<file path="src/pkg/timer_pkg.sv">
// constants, field layouts and carrier types for the timer block
package timer_pkg;

  // ****************************************
  // register byte offsets
  // ****************************************
  localparam logic [7:0] OFS_FORCE_PWM_CONTROL = 8'h00;
  localparam logic [7:0] OFS_ACC        = 8'h04;
  localparam logic [7:0] OFS_DUTY       = 8'h08;
  localparam logic [7:0] OFS_DBUF       = 8'h0C;
  localparam logic [7:0] OFS_PCNT       = 8'h10;
  localparam logic [7:0] OFS_SHARED     = 8'h14;
  localparam logic [7:0] OFS_ACTION     = 8'h18;
  localparam logic [7:0] OFS_DIR        = 8'h1C;
  localparam logic [7:0] OFS_FLAGS      = 8'h20;

  // ****************************************
  // field positions and codes
  // ****************************************
  localparam int          NCMP        = 5;
  localparam int          TAP_W       = 9;
  localparam int          TAP_DIV512  = 8;
  localparam int          FLG_EDGE    = 0;
  localparam int          FLG_OVF     = 1;
  localparam logic [2:0]  PPR_EXT     = 3'h7;
  localparam logic [1:0]  GCLK_DIV512 = 2'h0;
  localparam logic [1:0]  GCLK_CC     = 2'h1;
  localparam logic [1:0]  GCLK_EXT    = 2'h2;
  localparam logic [7:0]  FAST_END    = 8'hFF;
  localparam logic [14:0] SLOW_END    = 15'h7FFF;
  localparam logic [7:0]  CNT_MAX     = 8'hFF;

  // ****************************************
  // reset values
  // ****************************************
  localparam logic [15:0] PCNT_RST = 16'h0000;
  localparam logic [7:0]  BYTE_RST = 8'h00;

  // ****************************************
  // carrier types
  // ****************************************
  typedef struct packed {
    logic       pwm_enable;
    logic       speed_select_a;
    logic       speed_select_b;
    logic       clk_out;
    logic [2:0] pwm_prescale_select;
  } pwm_ctl_t;

  typedef struct packed {
    logic       shared_function_select;
    logic       accumulator_mode_select;
    logic       accumulator_edge_polarity;
    logic       acc_enable;
    logic [1:0] gated_clock_select;
  } acc_ctl_t;

endpackage

</file>
<file path="src/logic/prescale_taps.sv">
// system clock divider chain with one tick per tap
`timescale 1ns/1ps
`default_nettype none
module prescale_taps #(
  parameter int WIDTH = 9
) (
  input  wire logic             clock_in,
  input  wire logic             rst_in,
  output logic      [WIDTH-1:0] tick_out
);
  logic [WIDTH-1:0] cnt_r;
  logic [WIDTH-1:0] cnt_nxt;
  logic [WIDTH-1:0] tick_nxt;

  always_comb begin
    logic run;
    run = 1'b1;
    cnt_nxt = cnt_r + WIDTH'(1);
    for (int k = 0; k < WIDTH; k++) begin
      run = run & cnt_r[k];
      tick_nxt[k] = run;
    end
  end

  always_ff @(posedge clock_in or posedge rst_in) begin
    if (rst_in) begin
      cnt_r <= '0;
      tick_out <= '0;
    end else begin
      cnt_r <= cnt_nxt;
      tick_out <= tick_nxt;
    end
  end
endmodule
`default_nettype wire

</file>
<file path="src/logic/timer_compare_accum_pwm.sv">
// compare actions, shared capture/compare, pulse accumulator and two-channel pwm
`timescale 1ns/1ps
`default_nettype none
module timer_compare_accum_pwm
  import timer_pkg::*;
(
  input  wire logic        clock_in,
  input  wire logic        rst_in,
  input  wire logic [7:0]  avs_address_in,
  input  wire logic        avs_read_in,
  input  wire logic        avs_write_in,
  input  wire logic [3:0]  avs_byteenable_in,
  input  wire logic [31:0] avs_writedata_in,
  output logic      [31:0] avs_readdata_out,
  output logic             avs_waitrequest_out,
  input  wire logic [4:0]  compare_match_in,
  input  wire logic        capture_strobe_in,
  input  wire logic [15:0] capture_value_in,
  input  wire logic        cc_clock_tick_in,
  input  wire logic        timer_overflow_in,
  input  wire logic        freeze_in,
  input  wire logic        accumulator_input_pin_in,
  input  wire logic        ext_clock_pin_in,
  output logic      [4:0]  cmp_pin_out,
  output logic      [4:0]  cmp_pin_oe_out,
  output logic      [4:0]  compare_flag_out,
  output logic      [15:0] shared_compare_value_out,
  output logic             shared_is_capture_out,
  output logic             pwm_a_out,
  output logic             pwm_b_out,
  output logic             accumulator_edge_irq_out,
  output logic             accumulator_overflow_irq_out
);

  // ****************************************
  // state
  // ****************************************
  logic        ack_r, ack_nxt;
  logic [31:0] rdata_r, rdata_nxt;
  pwm_ctl_t    pwm_ctl_r, pwm_ctl_nxt;
  logic [1:0]  force_high_r, force_high_nxt;
  logic [4:0]  mask_r, mask_nxt;
  logic [4:0]  data_r, data_nxt;
  logic [4:0]  dir_r, dir_nxt;
  logic [15:0] shared_r, shared_nxt;
  logic [4:0]  fpend_r, fpend_nxt;
  logic [4:0]  pin_r, pin_nxt;
  logic [4:0]  cflag_r, cflag_nxt;
  acc_ctl_t    acc_ctl_r, acc_ctl_nxt;
  logic [7:0]  acc_cnt_r, acc_cnt_nxt;
  logic [1:0]  flags_r, flags_nxt;
  logic [1:0]  ien_r, ien_nxt;
  logic [7:0]  duty_a_r, duty_a_nxt;
  logic [7:0]  duty_b_r, duty_b_nxt;
  logic [7:0]  buf_a_r, buf_a_nxt;
  logic [7:0]  buf_b_r, buf_b_nxt;
  logic [15:0] pcnt_r, pcnt_nxt;
  logic [1:0]  fact_r, fact_nxt;
  logic [1:0]  pwm_pin_r, pwm_pin_nxt;
  logic        pai_s1, pai_s2, pai_s3;
  logic        pck_s1, pck_s2, pck_s3;

  // ****************************************
  // shared decode
  // ****************************************
  logic [TAP_W-1:0] tick;
  logic        wr_go;
  logic        req;
  logic [31:0] wd;
  logic [4:0]  act;
  logic        pck_rise;
  logic        pwm_tick;
  logic        end_a, end_b;
  logic [7:0]  slice_a, slice_b;
  logic        sel_edge, gate_trail, gate_on, gclk;
  logic        acc_inc, acc_evt;

  prescale_taps #(
    .WIDTH (TAP_W)
  ) u_taps (
    .clock_in (clock_in),
    .rst_in   (rst_in),
    .tick_out (tick)
  );

  assign req      = avs_read_in | avs_write_in;
  assign wr_go    = avs_write_in & ack_r;
  assign wd       = avs_writedata_in;
  assign avs_waitrequest_out = req & ~ack_r;
  assign avs_readdata_out    = rdata_r;

  function automatic logic wsel(input logic [7:0] ofs, input int lane);
    wsel = wr_go && (avs_address_in == ofs) && avs_byteenable_in[lane];
  endfunction

  // ****************************************
  // register bus
  // ****************************************
  always_comb begin
    ack_nxt = req & ~ack_r;
    rdata_nxt = rdata_r;
    if (req && !ack_r) begin
      rdata_nxt = 32'h0000_0000;
      if (avs_address_in == OFS_FORCE_PWM_CONTROL) begin
        rdata_nxt[15:0] = {6'h00, pwm_pin_r, 1'b0, pwm_ctl_r};
      end else if (avs_address_in == OFS_ACC) begin
        rdata_nxt[15:0] = {pai_s2, pck_s2, acc_ctl_r, acc_cnt_r};
      end else if (avs_address_in == OFS_DUTY) begin
        rdata_nxt[15:0] = {duty_a_r, duty_b_r};
      end else if (avs_address_in == OFS_DBUF) begin
        rdata_nxt[15:0] = {buf_a_r, buf_b_r};
      end else if (avs_address_in == OFS_PCNT) begin
        rdata_nxt[15:0] = pcnt_r;
      end else if (avs_address_in == OFS_SHARED) begin
        rdata_nxt[15:0] = shared_r;
      end else if (avs_address_in == OFS_ACTION) begin
        rdata_nxt[15:0] = {3'h0, mask_r, 3'h0, data_r};
      end else if (avs_address_in == OFS_DIR) begin
        rdata_nxt[15:0] = {11'h000, dir_r};
      end else if (avs_address_in == OFS_FLAGS) begin
        rdata_nxt[15:0] = {6'h00, ien_r, 6'h00, flags_r};
      end
    end
  end

  always_ff @(posedge clock_in or posedge rst_in) begin
    if (rst_in) begin
      ack_r <= 1'b0;
      rdata_r <= 32'h0000_0000;
    end else begin
      ack_r <= ack_nxt;
      rdata_r <= rdata_nxt;
    end
  end

  // ****************************************
  // compare actions and shared register
  // ****************************************
  assign act = compare_match_in | fpend_r;
  assign shared_is_capture_out = acc_ctl_r.shared_function_select;
  assign shared_compare_value_out = shared_r;
  assign cmp_pin_out = pin_r;
  assign cmp_pin_oe_out = dir_r & {~acc_ctl_r.shared_function_select, 4'hF};
  assign compare_flag_out = cflag_r;

  always_comb begin
    mask_nxt = mask_r;
    data_nxt = data_r;
    dir_nxt = dir_r;
    shared_nxt = shared_r;
    fpend_nxt = 5'h00;
    cflag_nxt = compare_match_in;
    pin_nxt = pin_r;
    if (wsel(OFS_ACTION, 0)) begin
      data_nxt = wd[4:0];
    end
    if (wsel(OFS_ACTION, 1)) begin
      mask_nxt = wd[12:8];
    end
    if (wsel(OFS_DIR, 0)) begin
      dir_nxt = wd[4:0];
    end
    if (wsel(OFS_FORCE_PWM_CONTROL, 1)) begin
      for (int i = 0; i < NCMP; i++) begin
        fpend_nxt[i] = wd[15-i];
      end
    end
    if (!acc_ctl_r.shared_function_select || freeze_in) begin
      if (wsel(OFS_SHARED, 0)) begin
        shared_nxt[7:0] = wd[7:0];
      end
      if (wsel(OFS_SHARED, 1)) begin
        shared_nxt[15:8] = wd[15:8];
      end
    end
    if (acc_ctl_r.shared_function_select && capture_strobe_in) begin
      shared_nxt = capture_value_in;
    end
    for (int i = 1; i < NCMP; i++) begin
      if (act[i] && !(i == NCMP - 1 && acc_ctl_r.shared_function_select)) begin
        pin_nxt[i] = ~pin_r[i];
      end
    end
    if (act[0]) begin
      pin_nxt = (pin_nxt & ~mask_r) | (data_r & mask_r);
    end
  end

  always_ff @(posedge clock_in or posedge rst_in) begin
    if (rst_in) begin
      mask_r <= 5'h00;
      data_r <= 5'h00;
      dir_r <= 5'h00;
      shared_r <= 16'h0000;
      fpend_r <= 5'h00;
      cflag_r <= 5'h00;
      pin_r <= 5'h00;
    end else begin
      mask_r <= mask_nxt;
      data_r <= data_nxt;
      dir_r <= dir_nxt;
      shared_r <= shared_nxt;
      fpend_r <= fpend_nxt;
      cflag_r <= cflag_nxt;
      pin_r <= pin_nxt;
    end
  end

  // ****************************************
  // pulse accumulator
  // ****************************************
  assign pck_rise   = pck_s2 & ~pck_s3;
  assign gate_on    = pai_s2 == acc_ctl_r.accumulator_edge_polarity;
  assign sel_edge   = gate_on & (pai_s2 != pai_s3);
  assign gate_trail = ~gate_on & (pai_s2 != pai_s3);
  assign accumulator_edge_irq_out     = flags_r[FLG_EDGE] & ien_r[FLG_EDGE];
  assign accumulator_overflow_irq_out = flags_r[FLG_OVF] & ien_r[FLG_OVF];

  always_comb begin
    case (acc_ctl_r.gated_clock_select)
      GCLK_DIV512: gclk = tick[TAP_DIV512];
      GCLK_CC:     gclk = cc_clock_tick_in;
      GCLK_EXT:    gclk = pck_rise;
      default:     gclk = timer_overflow_in;
    endcase
    acc_inc = 1'b0;
    acc_evt = 1'b0;
    if (acc_ctl_r.acc_enable) begin
      if (acc_ctl_r.accumulator_mode_select) begin
        acc_inc = gate_on & gclk;
        acc_evt = gate_trail;
      end else begin
        acc_inc = sel_edge;
        acc_evt = sel_edge;
      end
    end
    acc_ctl_nxt = acc_ctl_r;
    acc_cnt_nxt = acc_inc ? acc_cnt_r + 8'h01 : acc_cnt_r;
    ien_nxt = ien_r;
    flags_nxt = flags_r;
    if (wsel(OFS_ACC, 1)) begin
      acc_ctl_nxt = wd[13:8];
    end
    if (wsel(OFS_ACC, 0)) begin
      acc_cnt_nxt = wd[7:0];
    end
    if (wsel(OFS_FLAGS, 1)) begin
      ien_nxt = wd[9:8];
    end
    if (wsel(OFS_FLAGS, 0)) begin
      flags_nxt = flags_r & ~wd[1:0];
    end
    if (acc_evt) begin
      flags_nxt[FLG_EDGE] = 1'b1;
    end
    if (acc_inc && acc_cnt_r == CNT_MAX) begin
      flags_nxt[FLG_OVF] = 1'b1;
    end
  end

  always_ff @(posedge clock_in or posedge rst_in) begin
    if (rst_in) begin
      acc_ctl_r <= '0;
      acc_cnt_r <= BYTE_RST;
      ien_r <= 2'h0;
      flags_r <= 2'h0;
      pai_s1 <= 1'b0;
      pai_s2 <= 1'b0;
      pai_s3 <= 1'b0;
      pck_s1 <= 1'b0;
      pck_s2 <= 1'b0;
      pck_s3 <= 1'b0;
    end else begin
      acc_ctl_r <= acc_ctl_nxt;
      acc_cnt_r <= acc_cnt_nxt;
      ien_r <= ien_nxt;
      flags_r <= flags_nxt;
      pai_s1 <= accumulator_input_pin_in;
      pai_s2 <= pai_s1;
      pai_s3 <= pai_s2;
      pck_s1 <= ext_clock_pin_in;
      pck_s2 <= pck_s1;
      pck_s3 <= pck_s2;
    end
  end

  // ****************************************
  // pwm unit
  // ****************************************
  assign pwm_tick = (pwm_ctl_r.pwm_prescale_select == PPR_EXT) ? pck_rise
                  : tick[pwm_ctl_r.pwm_prescale_select];
  assign slice_a = pwm_ctl_r.speed_select_a ? pcnt_r[14:7] : pcnt_r[7:0];
  assign slice_b = pwm_ctl_r.speed_select_b ? pcnt_r[14:7] : pcnt_r[7:0];
  assign end_a = pwm_tick & (pwm_ctl_r.speed_select_a ? pcnt_r[14:0] == SLOW_END : pcnt_r[7:0] == FAST_END);
  assign end_b = pwm_tick & (pwm_ctl_r.speed_select_b ? pcnt_r[14:0] == SLOW_END : pcnt_r[7:0] == FAST_END);
  assign pwm_a_out = pwm_pin_r[1];
  assign pwm_b_out = pwm_pin_r[0];

  always_comb begin
    pwm_ctl_nxt = pwm_ctl_r;
    force_high_nxt = force_high_r;
    duty_a_nxt = duty_a_r;
    duty_b_nxt = duty_b_r;
    pcnt_nxt = pwm_tick ? pcnt_r + 16'h0001 : pcnt_r;
    if (wsel(OFS_FORCE_PWM_CONTROL, 0)) begin
      pwm_ctl_nxt = wd[6:0];
    end
    if (wsel(OFS_FORCE_PWM_CONTROL, 1)) begin
      force_high_nxt = wd[9:8];
    end
    if (wsel(OFS_DUTY, 1)) begin
      duty_a_nxt = wd[15:8];
    end
    if (wsel(OFS_DUTY, 0)) begin
      duty_b_nxt = wd[7:0];
    end
    if (freeze_in && wsel(OFS_PCNT, 0)) begin
      pcnt_nxt[7:0] = wd[7:0];
    end
    if (freeze_in && wsel(OFS_PCNT, 1)) begin
      pcnt_nxt[15:8] = wd[15:8];
    end
    buf_a_nxt = end_a ? duty_a_r : buf_a_r;
    buf_b_nxt = end_b ? duty_b_r : buf_b_r;
    fact_nxt[1] = end_a ? force_high_r[1] : fact_r[1];
    fact_nxt[0] = end_b ? force_high_r[0] : fact_r[0];
    if (!pwm_ctl_r.pwm_enable) begin
      pwm_pin_nxt = force_high_r;
    end else begin
      pwm_pin_nxt[1] = fact_r[1] | (slice_a < buf_a_r);
      pwm_pin_nxt[0] = fact_r[0] | (slice_b < buf_b_r);
      if (pwm_ctl_r.clk_out) begin
        pwm_pin_nxt[1] = pwm_tick;
      end
    end
  end

  always_ff @(posedge clock_in or posedge rst_in) begin
    if (rst_in) begin
      pwm_ctl_r <= '0;
      force_high_r <= 2'h0;
      duty_a_r <= BYTE_RST;
      duty_b_r <= BYTE_RST;
      buf_a_r <= BYTE_RST;
      buf_b_r <= BYTE_RST;
      pcnt_r <= PCNT_RST;
      fact_r <= 2'h0;
      pwm_pin_r <= 2'h0;
    end else begin
      pwm_ctl_r <= pwm_ctl_nxt;
      force_high_r <= force_high_nxt;
      duty_a_r <= duty_a_nxt;
      duty_b_r <= duty_b_nxt;
      buf_a_r <= buf_a_nxt;
      buf_b_r <= buf_b_nxt;
      pcnt_r <= pcnt_nxt;
      fact_r <= fact_nxt;
      pwm_pin_r <= pwm_pin_nxt;
    end
  end
endmodule
`default_nettype wire

</file>
<file path="config.mk">
export PLATFORM = sky130hd
export DESIGN_NAME = timer_compare_accum_pwm
export DESIGN_NICKNAME = d
export VERILOG_FILES = /design/src/pkg/timer_pkg.sv /design/src/logic/prescale_taps.sv /design/src/logic/timer_compare_accum_pwm.sv
export SDC_FILE = /design/constraint.sdc
export NUM_CORES = 1
export LEC_CHECK = 0
export ABC_AREA = 0
export BUFFER_PORTS_ARGS = -buffer_cell sky130_fd_sc_hd__buf_2
export CELL_PAD_IN_SITES_DETAIL_PLACEMENT = 1
export CELL_PAD_IN_SITES_GLOBAL_PLACEMENT = 2
export CORE_ASPECT_RATIO = 1.2
export CORE_UTILIZATION = 33
export CTS_CLUSTER_SIZE = 24
export DETAILED_ROUTE_END_ITERATION = 10
export PLACE_DENSITY_LB_ADDON = 0.25
export SYNTH_ARGS = -nofsm -noshare
export SYNTH_HDL_FRONTEND = slang
export SYNTH_SLANG_ARGS = --single-unit
</file>
<file path="constraint.sdc">
create_clock -name clock_in -period 5.3 [get_ports clock_in]
set_input_delay 0.53 -clock clock_in [delete_from_list [all_inputs] [get_ports clock_in]]
set_output_delay 0.53 -clock clock_in [all_outputs]
set_load 0.02 [all_outputs]
</file>
==> summary.md <==
| Metric | Value |
|---|---|
| Multi-input gate area | `4330 µm²` |
| IO buf count | `109` |
| Status | `complete, no violations` |
| Crit. End Element | `primary output` |
| Min cycle time layout | `2.77 ns` |
| Top Ports | `144` |
| Yosys top cell area share | `46.8%` |
| Routed Antenna Nets | `0` |
| Final hold vios | `0` |
| Final wirelength | `31,300 µm` |
| Largest area contributor in the netlist | `dfrtp_1` |
| Drt initial violations | `334` |
| MaxCap Viol Count | `0` |
| Commonest non-fill, non-tap cells in the layout | `dfrtp_1 (165), buf_2 (109), mux2_2 (84)` |
| Fin Setup TNS | `0 ns` |
| Register area | `4130 µm²` |
| DR vias | `7,199` |
| Worst path slowest cell | `or2_2` |
| Clock latency reported for the late side of the worst-skew pair | `0.44 ns` |
| FFs w/ async S/R, synth | `100%` |
| HPWL Detailed | `23,200 µm` |
| Placer Congestion | `0.837` |
| CP Data Arrival Time | `2.24 ns` |
| EDFF count, synth | `0` |
| RSZ-0062 raised after global routing | `no` |
| Die width | `151 µm` |
| Vias in the first global route | `7,371` |
| Register area share after synthesis | `46.8%` |
| Max Root-Sink Buffers | `2` |
| Max Freq | `0.361 GHz` |
| Total track usage | `23.8%` |
| Final period utilization | `52.3%` |
| Slew @ Worst Pin | `1.27 ns` |
| DIE AREA | `27,400 µm²` |
| Worst min-delay path category | `input port to register` |
| Vert. Die Dim | `181 µm` |
| Layout cell share with drive strength beyond 1 | `26.9%` |
| Most common flop cell mapped by yosys | `dfrtp_1` |
| Yosys cell types | `65` |
| CTS tree | `yes` |
| CTS resizes | `0` |
| Gate Count Post-Synth | `854` |
| Post-CTS Hold Fix Bufs | `0` |
| Worst Path Required | `4.77 ns` |
| Initial Util | `33.6%` |
| Placed inst area | `9610 µm²` |
| Remaining DRCs | `0` |
| WL/cell | `24.3 µm` |
| Syn Std Cell Area | `8830 µm²` |
| Nets | `1,036` |
| Commonest non-fill, non-tap cell in the layout | `dfrtp_1` |
| CP max FO | `25` |
| P&R area growth vs syn | `16.0%` |
| Slew Viols, Final | `0` |
| Buffers plus inverters on the worst setup path | `2` |
| GRT overflow | `0` |
| Initial antenna violation count | `0` |
| Crit-path cells | `or2_2, inv_1, buf_2` |
| Pleak | `4.71 nW` |
| Design area | `10,200 µm²` |
| Max VDD drop | `0.164 mV` |
| Slew headroom | `15.0%` |
| Top cells by area, synth | `dfrtp_1 (47%), mux2_2 (11%), a21oi_1 (2.8%), nand2_1 (2.8%), ha_1 (2.6%)` |
| CTS Sinks | `165` |
| Setup violators final | `0` |
| Fillers | `2,980` |
| Critical path class | `register to primary output` |
| Largest net degree at the start of global routing | `92` |
| Hold path startpoint | `accumulator_input_pin_in` |
| Antenna cells | `0` |
| Worst-path clk slew | `0.07 ns` |
| CP peak stage delay | `0.55 ns` |
| Postcts setup bufs | `0` |
| Startpoint types | `register` |
| Mean number of vias per cell | `5.58` |
| CTS buffer count | `17` |
| Skew final | `0.0118 ns` |
| CP Launch Point | `ack_r$_DFF_PP0_` |
| Root Buffer | `clkbuf_16` |
| Drt pass-1 iters | `5` |
| Core Area | `26,300 µm²` |
| Mean Syn Cell Area | `10.3 µm²` |
| Std-Cell Rows | `65` |
| Synthesis-stage register bit count | `165` |
| H-tree depth | `4` |
| R2r startpoint | `ack_r$_DFF_PP0_` |
| Critical path's top delay family | `buffers and inverters` |
| DP Cell Count | `1,259` |
| First-pass GRT wire length | `46,900 µm` |
| Fin cells | `1,290` |
| Power Density | `346 nW/µm²` |
| Synth warnings | `0` |
-- sequential cells by signal, indices dropped and copies added (netlist names), 7 cells and up, named ones only --
signal and count:
u_taps.tick_out 8, acc_cnt_r 8, duty_a_r 8, buf_a_r 8, avs_readdata_out 16, duty_b_r 8, buf_b_r 8, pcnt_r 16
pwm_ctl_r 7, shared_compare_value_out 16, u_taps.cnt_r 9
-- power breakdown --
| group | internal (W) | switching [W] |
|---|---|---|
| Sequential | 0.00135 | 0.000175 |
| Clock | 0.000814 | 0.000542 |
| Combinational | 0.000275 | 0.000392 |
-- final timing paths --
path / endpoint / slack [ns] / depth (start not counted)
worst max-delay path: avs_waitrequest_out / 2.53 / 3
worst min-delay path: pai_s1$_DFF_PP0_ / 0.21 / 1
worst max register to register: pcnt_r[10]$_DFFE_PP0P_ / 2.83 / 5
worst min register to register: pck_s2$_DFF_PP0_ / 0.35 / 0
max in group asynchronous: buf_a_r[0]$_DFFE_PP0P_ / 3.78 / 3
min in group asynchronous: fact_r[1]$_DFFE_PP0P_ / 0.25 / 2
-- area by class of cell --
| class | count | share of cell area [%] |
|---|---|---|
| clock inverter | 11 | 1.70 |
| tap | 335 | 4.09 |
| clock buffer | 20 | 4.46 |
| timing repair buffer | 119 | 6.06 |
| inverter | 28 | 1.08 |
| multi-input combinational | 612 | 42.3 |
| sequential | 165 | 40.3 |
-- kinds of logic after synthesis --
group,after synthesis,synth area share (%)
adder cells (fa/ha/maj),18,2.55
XOR/XNOR,22,2.18
flip-flops,165,46.8
AO/OA/AOI/OAI,178,13.8
multiplexers,105,13.7
other,1,0.0425
AND/OR/NAND/NOR,273,16.2
buffers and inverters,92,4.86
-- Yosys cell counts, types with 9 or more instances --
master,count
dfrtp_1,165
a21oi_1,49
nor3_1,14
buf_4,20
o21ai_0,35
nand3_1,39
and3_1,32
nor2b_1,9
mux2i_1,14
a221o_1,16
clkbuf_1,36
inv_1,28
nand2_1,65
and2_1,9
mux2_2,84
xnor2_1,18
ha_1,18
nand4_1,12
nor2_1,48
-- metrics by stage --
step	total power [W]	utilization (%)	setup WS [ns]	hold slack (ns)
after detailed placement	0.00221	36.6	2.18	0.337
after global placement	0.00220	36.6	2.23	0.336
after CTS	0.00358	39.0	2.48	0.188
final	0.00354	39.0	2.53	0.205
after global routing	0.00371	39.0	2.44	0.195
after floorplan	0.00195	-	0.308	0.331
-- layer usage --
layer  GRT usage [%]  up-vias  share of wire, %
met5               0        -                 0
met4            8.80        0               2.9
met3            4.14       52               3.9
met2            39.9      184                50
met1            30.1     3668                43
li1                -     3295                 -
(Power assumes the default switching activity.)
